### config.mk
export PLATFORM = sky130hd
export DESIGN_NAME = ledg_io_display
export DESIGN_NICKNAME = d
export VERILOG_FILES = /design/src/verilog/ledg_pkg.sv /design/src/verilog/ledg_hex_glyph.sv /design/src/verilog/ledg_io_display.sv
export SDC_FILE = /design/constraint.sdc
export NUM_CORES = 1
export LEC_CHECK = 0
export BUFFER_PORTS_ARGS = -buffer_cell sky130_fd_sc_hd__buf_2
export CAP_MARGIN = 40
export CORE_MARGIN = 5
export CORE_UTILIZATION = 35
export DETAILED_ROUTE_END_ITERATION = 6
export PLACE_DENSITY = 0.58
export SYNTH_ARGS = -nofsm -noshare
export SYNTH_HDL_FRONTEND = slang
export SYNTH_SLANG_ARGS = --single-unit
### constraint.sdc
create_clock -name clock -period 2.9 [get_ports clock]
set_input_delay 0.435 -clock clock [delete_from_list [all_inputs] [get_ports clock]]
set_output_delay 0.435 -clock clock [all_outputs]
set_load 0.03 [all_outputs]
### src/verilog/ledg_pkg.sv
/*
 * Constants and types for the I/O-check LED display block: bit map of the
 * terminal words, segment order, glyph table, menu codes and blink timing.
 * Assumes one system clock at the rate given by CLK_PERIOD_NS.
 */
`default_nettype none

package ledg_pkg;

    // clock and blink timing
    localparam int CLK_PERIOD_NS = 100;
    localparam int BLINK_HALF_NS = 250_000_000;
    // longest half period, so rounds down
    localparam int BLINK_CYCLES = BLINK_HALF_NS / CLK_PERIOD_NS;
    localparam int BLINK_CNT_W = 22;

    // bit positions of the input word
    localparam int IN_FWD_BIT = 0;
    localparam int IN_REV_BIT = 1;
    localparam int IN_GEN_LSB = 2;
    localparam int IN_XF_BIT = 13;
    localparam int IN_XR_BIT = 14;
    localparam int IN_RST_BIT = 15;

    // bit positions of the output word
    localparam int OUT_TR_BIT = 0;
    localparam int OUT_RELAY_BIT = 8;

    // segment bit positions inside one digit
    localparam int SEG_A = 0;
    localparam int SEG_G = 6;
    localparam int SEG_DP = 7;

    // pin vector layout (terminal senses, jumper, keys)
    localparam int PIN_W = 13;
    localparam int PIN_TR = 5;
    localparam int PIN_RELAY = 6;
    localparam int PIN_SOURCE = 7;
    localparam int KEY_LSB = 8;
    localparam int KEY_PROG = 0;
    localparam int KEY_UP = 1;
    localparam int KEY_DOWN = 2;
    localparam int KEY_ENTER = 3;
    localparam int KEY_BACK = 4;

    // menu and item codes
    localparam logic [2:0] MENU_FIRST = 3'h1;
    localparam logic [2:0] MENU_LAST = 3'h6;
    localparam logic [2:0] MENU_IO = 3'h4;
    localparam logic [2:0] MENU_RESET = 3'h1;
    localparam logic [1:0] SCOPE_FULL = 2'h2;
    localparam logic [2:0] ITEM_TERM = 3'h0;
    localparam logic [2:0] ITEM_COMM = 3'h1;
    localparam logic [2:0] ITEM_LAST = 3'h4;
    localparam logic [3:0] ITEM_GROUP = 4'h4;

    // special glyphs, bit order dp g f e d c b a
    localparam logic [7:0] GLYPH_BLANK = 8'h00;
    localparam logic [7:0] GLYPH_DASH = 8'h40;
    localparam logic [7:0] GLYPH_UNDER = 8'h08;

    // hex glyphs 0..9 A b C d E F, lower-case shapes for b and d
    localparam logic [7:0] SEG_GLYPH [16] = '{
        8'h3f, 8'h06, 8'h5b, 8'h4f, 8'h66, 8'h6d, 8'h7d, 8'h07,
        8'h7f, 8'h6f, 8'h77, 8'h7c, 8'h39, 8'h5e, 8'h79, 8'h71
    };

    typedef enum logic [1:0] {ST_RUN, ST_MENU, ST_LIST, ST_DATA} ledg_state_t;

endpackage

`default_nettype wire

### src/verilog/ledg_hex_glyph.sv
/*
 * One nibble to one seven-segment hex glyph, purely combinational.
 * Assumes the caller registers the result before it reaches a pin.
 */
`timescale 1ns/1ps
`default_nettype none

module ledg_hex_glyph (
    // nibble in
    input wire logic [3:0] nibble,
    // segments out, dp g f e d c b a
    output logic [7:0] segs
);

    // table lookup keeps b and d lower case
    assign segs = ledg_pkg::SEG_GLYPH[nibble];

endmodule

`default_nettype wire

### src/verilog/ledg_io_display.sv
/*
 * I/O-check LED display: menu walk from Running mode to items 4_00/4_01,
 * terminal words, segment and hex formats, four registered digit outputs.
 * Assumes pins and keys are asynchronous levels; comm and setting inputs
 * come from logic on the same clock. Key inputs are high while pressed.
 */
//
// Contract
// - nibble becomes hex glyph, lower b d
// - two formats, segments or hex word
// - digit1 a-e show five run and general inputs
// - digit3 segment a shows transistor output
// - digit4 segment a shows relay make contact
// - all inputs off blinks g everywhere
// - hex word, high nibble on left digit
// - unassigned word bits read zero
// - forward bit0, reverse bit1 in input word
// - general inputs 1-3 at bits 2-4
// - closed to active common reads one
// - transistor output at output bit0
// - relay make contact at output bit8
// - comm commands at input bits 13-15
// - reset into Running, key enters Programming
// - enter on I/O menu lists from 4_00
// - item 4_00 shows physical terminals
// - item 4_01 shows link commands
// - back returns to list, then menu
// - link commands shown non-inverted
`timescale 1ns/1ps
`default_nettype none

module ledg_io_display #(
    parameter int BlinkCycles = ledg_pkg::BLINK_CYCLES
) (
    // clock and reset
    input wire logic clock,
    input wire logic rst_b,
    // terminal pins; run and general inputs are low while closed unless sourceJumper is high
    input wire logic forwardRunInput,
    input wire logic reverseRunInput,
    input wire logic generalInput1,
    input wire logic generalInput2,
    input wire logic generalInput3,
    input wire logic transistorOutput,
    input wire logic relayContactOutput,
    input wire logic sourceJumper,
    // keypad pins
    input wire logic keyProgram,
    input wire logic keyUp,
    input wire logic keyDown,
    input wire logic keyEnter,
    input wire logic keyBack,
    // link commands from the comm receiver
    input wire logic commForwardRun,
    input wire logic commReverseRun,
    input wire logic commGeneral1,
    input wire logic commGeneral2,
    input wire logic commGeneral3,
    input wire logic commForwardCmd,
    input wire logic commReverseCmd,
    input wire logic commResetCmd,
    // settings
    input wire logic [1:0] menuScopeSetting,
    input wire logic hexMode,
    // display and status
    output logic [7:0] digit1Seg,
    output logic [7:0] digit2Seg,
    output logic [7:0] digit3Seg,
    output logic [7:0] digit4Seg,
    output logic programMode
);

    typedef struct packed {
        ledg_pkg::ledg_state_t state;
        logic [2:0] menuSel;
        logic [2:0] itemSel;
        logic showOut;
        logic [ledg_pkg::BLINK_CNT_W-1:0] blinkCnt;
        logic blinkOn;
        logic [ledg_pkg::PIN_W-1:0] pinMeta;
        logic [ledg_pkg::PIN_W-1:0] pinSync;
        logic [4:0] keyPrev;
        logic [7:0] dig1;
        logic [7:0] dig2;
        logic [7:0] dig3;
        logic [7:0] dig4;
    } ledg_regs_t;

    localparam ledg_regs_t REG_RESET = '{
        state: ledg_pkg::ST_RUN,
        menuSel: ledg_pkg::MENU_RESET,
        default: '0
    };
    localparam logic [ledg_pkg::BLINK_CNT_W-1:0] BLINK_LIM =
        ledg_pkg::BLINK_CNT_W'(BlinkCycles - 1);

    ledg_regs_t cur;
    ledg_regs_t nxt;
    logic [ledg_pkg::PIN_W-1:0] pinRaw;
    logic [4:0] termClosed;
    logic [4:0] keyLvl;
    logic [4:0] keyHit;
    logic [15:0] physInWord;
    logic [15:0] commInWord;
    logic [15:0] outWord;
    logic [15:0] inWord;
    logic [15:0] shownWord;
    logic [15:0] dispWord;
    logic [7:0] glyph [4];
    logic ioItem;
    logic allOff;

    // packs the input word; used for both physical and link items
    function automatic logic [15:0] mkInWord(input logic [4:0] term, input logic xf,
                                            input logic xr, input logic rst);
        logic [15:0] w;
        w = '0; // free bits stay zero
        w[ledg_pkg::IN_FWD_BIT] = term[0];
        w[ledg_pkg::IN_REV_BIT] = term[1];
        w[ledg_pkg::IN_GEN_LSB +: 3] = term[4:2];
        w[ledg_pkg::IN_XF_BIT] = xf;
        w[ledg_pkg::IN_XR_BIT] = xr;
        w[ledg_pkg::IN_RST_BIT] = rst;
        return w;
    endfunction

    // raw pin vector, synchronised in the state struct
    assign pinRaw = {keyBack, keyEnter, keyDown, keyUp, keyProgram, sourceJumper,
                     relayContactOutput, transistorOutput, generalInput3, generalInput2,
                     generalInput1, reverseRunInput, forwardRunInput};

    // sink pulls a closed input low, source pulls it high
    assign termClosed = cur.pinSync[ledg_pkg::PIN_SOURCE] ? cur.pinSync[4:0]
                                                          : ~cur.pinSync[4:0];
    assign keyLvl = cur.pinSync[ledg_pkg::KEY_LSB +: 5];
    assign keyHit = keyLvl & ~cur.keyPrev; // press edge, one cycle

    // terminal words; physical item has no comm bits
    assign physInWord = mkInWord(termClosed, 1'b0, 1'b0, 1'b0);
    // link commands taken as sent, no sink/source inversion
    assign commInWord = mkInWord({commGeneral3, commGeneral2, commGeneral1,
                                  commReverseRun, commForwardRun},
                                 commForwardCmd, commReverseCmd, commResetCmd);

    // output word
    always_comb begin
        outWord = '0;
        outWord[ledg_pkg::OUT_TR_BIT] = cur.pinSync[ledg_pkg::PIN_TR];
        outWord[ledg_pkg::OUT_RELAY_BIT] = cur.pinSync[ledg_pkg::PIN_RELAY];
    end

    assign ioItem = (cur.itemSel == ledg_pkg::ITEM_TERM) || (cur.itemSel == ledg_pkg::ITEM_COMM);
    assign inWord = (cur.itemSel == ledg_pkg::ITEM_COMM) ? commInWord : physInWord;
    assign shownWord = cur.showOut ? outWord : inWord;
    assign allOff = (inWord == 16'h0000);

    // nibbles fed to the glyph encoders depend on the screen
    always_comb begin
        case (cur.state)
            ledg_pkg::ST_MENU: dispWord = {13'h0000, cur.menuSel};
            ledg_pkg::ST_LIST: dispWord = {ledg_pkg::ITEM_GROUP, 8'h00, 1'b0, cur.itemSel};
            default: dispWord = shownWord;
        endcase
    end

    // left digit takes the top nibble
    for (genvar g = 0; g < 4; g++) begin : gen_glyph
        ledg_hex_glyph u_glyph (
            .nibble(dispWord[4*g +: 4]),
            .segs(glyph[g])
        );
    end

    // next state of everything
    always_comb begin
        nxt = cur;
        nxt.pinMeta = pinRaw;
        nxt.pinSync = cur.pinMeta;
        nxt.keyPrev = keyLvl;

        // free-running blink divider
        if (cur.blinkCnt >= BLINK_LIM) begin
            nxt.blinkCnt = '0;
            nxt.blinkOn = ~cur.blinkOn;
        end else begin
            nxt.blinkCnt = cur.blinkCnt + 1'b1;
        end

        // menu walk; program key wins over all others
        case (cur.state)
            ledg_pkg::ST_RUN: begin
                if (keyHit[ledg_pkg::KEY_PROG]) begin
                    nxt.state = ledg_pkg::ST_MENU;
                    nxt.menuSel = ledg_pkg::MENU_RESET;
                end
            end
            ledg_pkg::ST_MENU: begin
                if (keyHit[ledg_pkg::KEY_PROG] || keyHit[ledg_pkg::KEY_BACK]) begin
                    nxt.state = ledg_pkg::ST_RUN;
                end else if (keyHit[ledg_pkg::KEY_ENTER]) begin
                    // item list only in full-menu scope
                    if (cur.menuSel == ledg_pkg::MENU_IO
                        && menuScopeSetting == ledg_pkg::SCOPE_FULL) begin
                        nxt.state = ledg_pkg::ST_LIST;
                        nxt.itemSel = ledg_pkg::ITEM_TERM;
                    end
                end else if (keyHit[ledg_pkg::KEY_UP]) begin
                    nxt.menuSel = (cur.menuSel == ledg_pkg::MENU_LAST) ? ledg_pkg::MENU_FIRST
                                                                       : cur.menuSel + 3'h1;
                end else if (keyHit[ledg_pkg::KEY_DOWN]) begin
                    nxt.menuSel = (cur.menuSel == ledg_pkg::MENU_FIRST) ? ledg_pkg::MENU_LAST
                                                                        : cur.menuSel - 3'h1;
                end
            end
            ledg_pkg::ST_LIST: begin
                if (keyHit[ledg_pkg::KEY_PROG]) begin
                    nxt.state = ledg_pkg::ST_RUN;
                end else if (keyHit[ledg_pkg::KEY_BACK]) begin
                    nxt.state = ledg_pkg::ST_MENU;
                end else if (keyHit[ledg_pkg::KEY_ENTER]) begin
                    nxt.state = ledg_pkg::ST_DATA;
                    nxt.showOut = 1'b0;
                end else if (keyHit[ledg_pkg::KEY_UP]) begin
                    nxt.itemSel = (cur.itemSel == ledg_pkg::ITEM_LAST) ? ledg_pkg::ITEM_TERM
                                                                       : cur.itemSel + 3'h1;
                end else if (keyHit[ledg_pkg::KEY_DOWN]) begin
                    nxt.itemSel = (cur.itemSel == ledg_pkg::ITEM_TERM) ? ledg_pkg::ITEM_LAST
                                                                       : cur.itemSel - 3'h1;
                end
            end
            ledg_pkg::ST_DATA: begin
                if (keyHit[ledg_pkg::KEY_PROG]) begin
                    nxt.state = ledg_pkg::ST_RUN;
                end else if (keyHit[ledg_pkg::KEY_BACK]) begin
                    nxt.state = ledg_pkg::ST_LIST;
                end else if (keyHit[ledg_pkg::KEY_UP] || keyHit[ledg_pkg::KEY_DOWN]) begin
                    nxt.showOut = ~cur.showOut; // hex view flips in/out word
                end
            end
            default: nxt.state = ledg_pkg::ST_RUN;
        endcase

        // digit patterns, registered so the pins never glitch
        nxt.dig1 = glyph[0];
        nxt.dig2 = glyph[1];
        nxt.dig3 = glyph[2];
        nxt.dig4 = glyph[3];
        case (cur.state)
            ledg_pkg::ST_RUN: begin
                nxt.dig1 = ledg_pkg::GLYPH_DASH;
                nxt.dig2 = ledg_pkg::GLYPH_DASH;
                nxt.dig3 = ledg_pkg::GLYPH_DASH;
                nxt.dig4 = ledg_pkg::GLYPH_DASH;
            end
            ledg_pkg::ST_MENU: begin
                nxt.dig2 = ledg_pkg::GLYPH_BLANK;
                nxt.dig3 = ledg_pkg::GLYPH_BLANK;
                nxt.dig4 = ledg_pkg::GLYPH_BLANK;
            end
            ledg_pkg::ST_LIST: nxt.dig3 = ledg_pkg::GLYPH_UNDER; // "4_0n"
            ledg_pkg::ST_DATA: begin
                if (!ioItem) begin
                    // analog items are not served here
                    nxt.dig1 = ledg_pkg::GLYPH_DASH;
                    nxt.dig2 = ledg_pkg::GLYPH_DASH;
                    nxt.dig3 = ledg_pkg::GLYPH_DASH;
                    nxt.dig4 = ledg_pkg::GLYPH_DASH;
                end else if (!hexMode) begin // format picked by a pin
                    if (allOff) begin
                        // blink g on every digit instead
                        nxt.dig1 = cur.blinkOn ? ledg_pkg::GLYPH_DASH : ledg_pkg::GLYPH_BLANK;
                        nxt.dig2 = nxt.dig1;
                        nxt.dig3 = nxt.dig1;
                        nxt.dig4 = nxt.dig1;
                    end else begin
                        // dp g f = RST XR XF, e..a = inputs
                        nxt.dig1 = {inWord[ledg_pkg::IN_RST_BIT], inWord[ledg_pkg::IN_XR_BIT],
                                    inWord[ledg_pkg::IN_XF_BIT], inWord[4:0]};
                        nxt.dig2 = ledg_pkg::GLYPH_BLANK;
                        nxt.dig3 = {7'h00, outWord[ledg_pkg::OUT_TR_BIT]};
                        nxt.dig4 = {7'h00, outWord[ledg_pkg::OUT_RELAY_BIT]};
                    end
                end
            end
            default: nxt.dig1 = ledg_pkg::GLYPH_BLANK;
        endcase
    end

    // one register bank for the whole block
    always_ff @(posedge clock or negedge rst_b) begin
        if (!rst_b) begin
            cur <= REG_RESET; // comes up in Running mode
        end else begin
            cur <= nxt;
        end
    end

    assign digit1Seg = cur.dig1;
    assign digit2Seg = cur.dig2;
    assign digit3Seg = cur.dig3;
    assign digit4Seg = cur.dig4;
    assign programMode = (cur.state != ledg_pkg::ST_RUN);

    property p_enter_prog;
        @(posedge clock) disable iff (!rst_b)
        (cur.state == ledg_pkg::ST_RUN) && keyHit[ledg_pkg::KEY_PROG]
        |=> programMode ##1 digit1Seg == ledg_pkg::SEG_GLYPH[ledg_pkg::MENU_RESET];
    endproperty
    a_enter_prog: assert property (p_enter_prog) else $error("program key did not open menu");

    property p_open_list;
        @(posedge clock) disable iff (!rst_b)
        (cur.state == ledg_pkg::ST_MENU) && keyHit[4:2] == 3'b010 && !keyHit[ledg_pkg::KEY_PROG]
        && cur.menuSel == ledg_pkg::MENU_IO && menuScopeSetting == ledg_pkg::SCOPE_FULL
        |=> cur.state == ledg_pkg::ST_LIST && cur.itemSel == 3'h0 ##1 digit3Seg == ledg_pkg::GLYPH_UNDER;
    endproperty
    a_open_list: assert property (p_open_list) else $error("I/O list did not open at item 0");

    property p_scope_gate;
        @(posedge clock) disable iff (!rst_b)
        (cur.state == ledg_pkg::ST_MENU) && menuScopeSetting != ledg_pkg::SCOPE_FULL
        |=> cur.state != ledg_pkg::ST_LIST;
    endproperty
    a_scope_gate: assert property (p_scope_gate) else $error("list opened outside full scope");

    property p_back_walk;
        @(posedge clock) disable iff (!rst_b)
        (cur.state == ledg_pkg::ST_DATA) && keyHit[ledg_pkg::KEY_BACK] && !keyHit[ledg_pkg::KEY_PROG]
        |=> cur.state == ledg_pkg::ST_LIST;
    endproperty
    a_back_walk: assert property (p_back_walk) else $error("back key did not return to list");

    property p_hex_left;
        @(posedge clock) disable iff (!rst_b)
        (cur.state == ledg_pkg::ST_DATA) && hexMode && ioItem
        |=> digit4Seg == ledg_pkg::SEG_GLYPH[$past(shownWord[15:12])]
            && digit1Seg == ledg_pkg::SEG_GLYPH[$past(shownWord[3:0])];
    endproperty
    a_hex_left: assert property (p_hex_left) else $error("hex digits out of order");

    property p_seg_fwd;
        @(posedge clock) disable iff (!rst_b)
        (cur.state == ledg_pkg::ST_DATA) && !hexMode && cur.itemSel == ledg_pkg::ITEM_TERM && !allOff
        |=> digit1Seg[ledg_pkg::SEG_A] == $past(termClosed[0])
            && digit4Seg[ledg_pkg::SEG_A] == $past(cur.pinSync[ledg_pkg::PIN_RELAY]);
    endproperty
    a_seg_fwd: assert property (p_seg_fwd) else $error("segment a does not track terminal");

    property p_blink_all;
        @(posedge clock) disable iff (!rst_b)
        (cur.state == ledg_pkg::ST_DATA) && !hexMode && ioItem && allOff
        |=> digit1Seg == {1'b0, $past(cur.blinkOn), 6'h00} && digit4Seg == digit1Seg;
    endproperty
    a_blink_all: assert property (p_blink_all) else $error("idle segment g blink wrong");

    property p_blink_rate;
        @(posedge clock) disable iff (!rst_b)
        $changed(cur.blinkOn) |-> $past(cur.blinkCnt) == BLINK_LIM && cur.blinkCnt == '0;
    endproperty
    a_blink_rate: assert property (p_blink_rate) else $error("blink toggled off count");

    property p_comm_bits;
        @(posedge clock) disable iff (!rst_b)
        commInWord[15:13] == {commResetCmd, commReverseCmd, commForwardCmd}
        && physInWord[15:5] == 11'h000;
    endproperty
    a_comm_bits: assert property (p_comm_bits) else $error("comm command bits misplaced");

endmodule

`default_nettype wire

* Word level (Yosys, flattened, before mapping)
Memories as Yosys holds them, arrays and structs flattened.
Index checks and enable logic that the tools add are counted.
** Cells by class
- Add/subtract/negate cells :: 5
- Magnitude comparators :: 5
- Equality and inequality tests :: 27
- Mux-type cells :: 53
- Bitwise gates (word level) :: 9
- Reduce and logical (&&, ||, !) cells :: 15
** Operators with widths (count)
- $mux 32 :: 3
- $mux 8 :: 8
- $pmux 8 s3 :: 2
- $mux 3 :: 12
- $mux 16 :: 2
- $pmux 16 s2 :: 1
- $pmux 8 s4 :: 1
- $ne 2x2->1 const B :: 12
- $add 22x1->22 const B :: 1
- $ge 22x22->1 const B :: 1
- $mux 22 :: 1
- $ge 5x5->1 const B :: 4
- $not 4->5 :: 4
- $logic_not 16->1 :: 1
- $mux 2 :: 8
- $pmux 8 s2 :: 1
- $ne 3x3->1 const B :: 5
- $pmux 3 s2 :: 2
- $mux 5 :: 2
- $not 5->5 :: 2
- $reduce_and 5->1 :: 2
- $eq 3x3->1 const B :: 3
- $mux 4 :: 2
- $pmux 2 s4 :: 1
- 19 further kinds :: 33
** Storage, ports and cells
- Register bits :: 95
- ROM bits :: 512
- Bits of input ports :: 26
- Output and inout port bits :: 33
- Word-level logic and storage cells :: 131
- Memories kept :: 4
** Memory list
- (no name shown) :: depth 16, width 8, read ports 1, clocked after memory_dff 0, write ports 0, line ledg_hex_glyph.sv:16 : assign segs = ledg_pkg::SEG_GLYPH[nibble];
- (no name shown) :: depth 16, width 8, read ports 1, clocked after memory_dff 0, write ports 0, line ledg_hex_glyph.sv:16
- (no name shown) :: depth 16, width 8, read ports 1, clocked after memory_dff 0, write ports 0, line ledg_hex_glyph.sv:16
- (no name shown) :: depth 16, width 8, read ports 1, clocked after memory_dff 0, write ports 0, line ledg_hex_glyph.sv:16

* Longest topological paths before layout
- Depth after elaboration :: 12
- Depth in mapped cells :: 12

* Modules after synthesis
A second synthesis with hierarchy kept.
** Second synthesis, totals
- Cells, all modules :: 575
- Area total of the unflattened synthesis :: 5701.7 µm²
** Modules (own cells, without submodules)
- ledg_io_display :: times used 1, cells an instance 435, area each 4498.1 µm², sequential area each 2378.5 µm²
- ledg_hex_glyph (gen_glyph[0].u_glyph ...) :: times used 3, cells an instance 35, area each 301.5 µm², sequential area each 0.0 µm²
- ledg_hex_glyph (gen_glyph[1].u_glyph) :: times used 1, cells an instance 35, area each 299.0 µm², sequential area each 0.0 µm²

* Worst setup path after synthesis
OpenSTA, ideal clock, no wires.
- Path type :: register to register
- Start :: register cur[93] (netlist name)
- End :: register cur, in the netlist digit1Seg[0]
- Data arrival time :: 2.478 ns
- Data required time :: 2.808 ns
- Slack :: 0.330 ns
- Stages on the path, launching flop included :: 13
- Buffers on the path :: 1
- Clock period less this slack :: 2.570 ns
- Cell sequence :: dfrtp_1 > inv_1 > ha_1 > buf_1 > inv_1 > a221oi_1 > a211o_1 > inv_1 > ha_1 > nand2b_1 > nor2_1 > a211oi_2 > o31ai_2
** RTL lines
- start, declared :: line ledg_io_display.sv:97 : ledg_regs_t cur;
- start signal, assigned :: line ledg_io_display.sv:294 : cur <= nxt;

==> flow_summary.json <==
{
  "combPwrFrac_pct": 45.6,
  "synth_area_leaders": "dfrtp_1, ha_1, buf_4",
  "report.final.slew_viol_count": 0,
  "ys_top_cells_by_count": "dfrtp_1, nor2_1, buf_4, nand2_1, ha_1",
  "post-place-ws_ps": 64.4,
  "p_clk_share_pct": 24.1,
  "fillers": 1262,
  "cts_buffer_depth": 2,
  "postRouteAntennaNets": 0,
  "worst_slew_pin_slew_ps": 710,
  "seq_area_frac_synth_pct": 47.6,
  "place_congestion": 0.799,
  "setup_violations": 0,
  "post-route-drc-count": 0,
  "max_freq_mhz": 380,
  "grt_max_degree": 57,
  "first_global_vias": 3087,
  "clockRootBuffer": "clkbuf_16",
  "ir_worst_vdd_mv": 0.379,
  "slew_headroom_pct": 52.7,
  "worstPathArrival_ps": 2880,
  "syn2layout_area_growth_pct": 12.3,
  "die_height_um": 124,
  "drt-initial-drc-count": 174,
  "skew_ps": 11.3,
  "reg2reg_depth": 11,
  "seqPwrFrac_pct": 30.2,
  "antennaDiodeCount": 0,
  "critPathKind": "reg2reg",
  "fin_crit_ps": 2630,
  "synth.most_common_cell": "dfrtp_1",
  "cts_buffers": 9,
  "synth_edf_count": 0,
  "synth_warnings": 0,
  "grt_pass1_wl_um": 15200,
  "clk_latency_ps": 350,
  "worstPathMaxFanout": 10,
  "crit_cells": 11,
  "internal_power_w": 0.00301,
  "clock_sinks": 86,
  "ys_types": 69,
  "drv_cap": 0,
  "critPathBufInv": 3,
  "start_util_pct": 35.8,
  "fin_crit_sh_pct": 90.8,
  "yosysTopAreaCell": "dfrtp_1",
  "status": "complete, no violations",
  "die_w_um": 124,
  "rows": 41,
  "cts.clk_slew.worst_paths_ps": 60,
  "h-tree-depth": 3,
  "power.switching_w": 0.00205,
  "path_cells": "inv_1 > ha_2 > inv_1 > a221oi_1 > a211o_1 > inv_1 > ha_1 > nand2b_1 > nor2_1 > a211oi_2 > o31ai_2",
  "dr.pass1.iters": 4,
  "final.setup.worst_slack_ps": 268,
  "antenna_found_initial": 0,
  "cp_top_family": "compound AO/OA/AOI/OAI gates",
  "cp_slowest_cell": "ha_2",
  "vias": 3108,
  "ios": 59,
  "netlist_instances": 444,
  "crit_path_start_kind": "register",
  "coreArea_um2": 12600,
  "dp_hpwl_um": 6630,
  "overflow": 0,
  "synth_area_um2": 4520,
  "wl_per_cell_um": 14.0,
  "async_flop_share_pct": 100,
  "multi_input_area_um2": 1960,
  "synth_flop_cell": "dfrtp_1",
  "hold_class": "in2async",
  "synth_top_area_share_pct": 47.1,
  "synth_seq_cells": 86,
  "fin_util_pct": 40.2,
  "rsz0062_at_grt": "no",
  "ff_latch_area_um2": 2150,
  "tns_ps": 0,
  "cp_data_required_time_ps": 3150,
  "nNetsFinal": 521,
  "port-buffer-count": 55,
  "cts_tree": "built",
  "die_area_um2": 15300,
  "grt_usage_pct": 12.8,
  "wl_um": 9080,
  "p_leak_nw": 2.36,
  "vias_per_cell": 4.79,
  "p_per_area_nw_per_um2": 996,
  "cpMostUsedCell": "inv_1",
  "synth_area_per_cell_um2": 10.2,
  "hold_ws_ps": 130,
  "critPathCaptureType": "register",
  "final_layout_size_suffix_gt1_share_pct": 21.0,
  "finalHoldViolCount": 0,
  "critPathMaxStageDelay_ps": 440,
  "power.share.switching_pct": 40.5
}
## per-layer routing
layer | global-route usage, % | share of wire (%) | wire length, µm
met1 | 16.5 | 44 | 4030
met2 | 20.2 | 48 | 4330
met3 | 4.41 | 6.6 | 601
met4 | 4.29 | 1.3 | 121
met5 | 0 | 0 | 0
## power by group through the flow
stage | registers [W] | logic [W] | clock network (W)
6_report | 0.00153 | 0.00231 | 0.00122
5_1_grt | 0.00156 | 0.00254 | 0.00130
4_1_cts | 0.00153 | 0.00225 | 0.00126
3_5_place_dp | 0.00155 | 0.00224 | 0
3_3_place_gp | 0.00155 | 0.00222 | 0
2_1_floorplan | 0.00151 | 0.00198 | 0
## what timing repair did
action,4_1_cts,5_1_grt
buffers inserted,0,2
hold buffers,0,0
resized for setup,0,4
setup endpoints to repair,0,7
## per-stage QoR
step           std cells  instance area [µm²]  power [W]
6_report             649                 5080    0.00506
5_1_grt              649                 5080    0.00540
4_1_cts              647                 5050    0.00504
3_5_place_dp         631                 4740    0.00379
3_3_place_gp         631                 4740    0.00377
2_1_floorplan        446                 4530    0.00348
## sequential cells by signal, indices dropped and copies added, names as in the netlist
register and cells:
digit4Seg 7, digit3Seg 5, digit1Seg 8, digit2Seg 3, cur 63
## worst paths after layout
| path | startpoint | endpoint | slack [ps] |
|---|---|---|---|
| setup reg to reg | cur[93] | digit1Seg[0] | 270 |
| setup / recovery | cur[93] | digit1Seg[0] | 270 |
| max in group asynchronous | rst_b | cur[62] | 2060 |
| min in group clock | relayContactOutput | cur[56] | 190 |
| hold reg to reg | cur[62] | cur[49] | 350 |
| hold / removal | rst_b | digit3Seg[0] | 130 |
## worst reg2reg max path, cell delays in order, from the launching register on
cell      delay (ps)
dfrtp_1          410
inv_1            130
ha_2             440
inv_1            150
a221oi_1         300
a211o_1          230
inv_1            100
ha_1             240
nand2b_1         170
nor2_1           140
a211oi_2          60
o31ai_2          170
## cells in the final DEF, fill, tap and decap left out, drive strengths merged, types with 10 or more instances in the layout
cell type | synthesis | routed
nor2 | 55 | 55
clkbuf | 6 | 10
dfrtp | 85 | 85
a21oi | 13 | 13
inv | 20 | 21
ha | 23 | 23
nand2b | 10 | 10
buf | 44 | 65
o21ai | 25 | 25
xor2 | 12 | 12
nand2 | 27 | 27
nand3 | 14 | 14
xnor2 | 15 | 15
## logic make-up (layout without fill, tap and decap cells)
group                      count (synthesis)  count (layout)  share of synthesized area (%)
and+or+nand+nor                          140             140                           15.4
AOI/OAI and AO/OA                         87              87                           13.3
DFF                                       86              86                           47.6
buffers and inverters                     70             101                           9.47
xor gates and xnor gates                  27              27                           5.23
adders and majority gates                 23              23                           6.37
muxes                                     10              10                           2.52
other                                      1               3                         0.0830
## final cells by class
cell class | count | share of cell area (%)
inverter | 20 | 1.48
timing repair buffer | 65 | 7.19
clock inverter | 6 | 1.65
clock buffer | 10 | 4.51
tap | 172 | 4.24
multi-input combinational | 290 | 38.5
sequential | 86 | 42.4
Power figures use the tool's default switching activity.
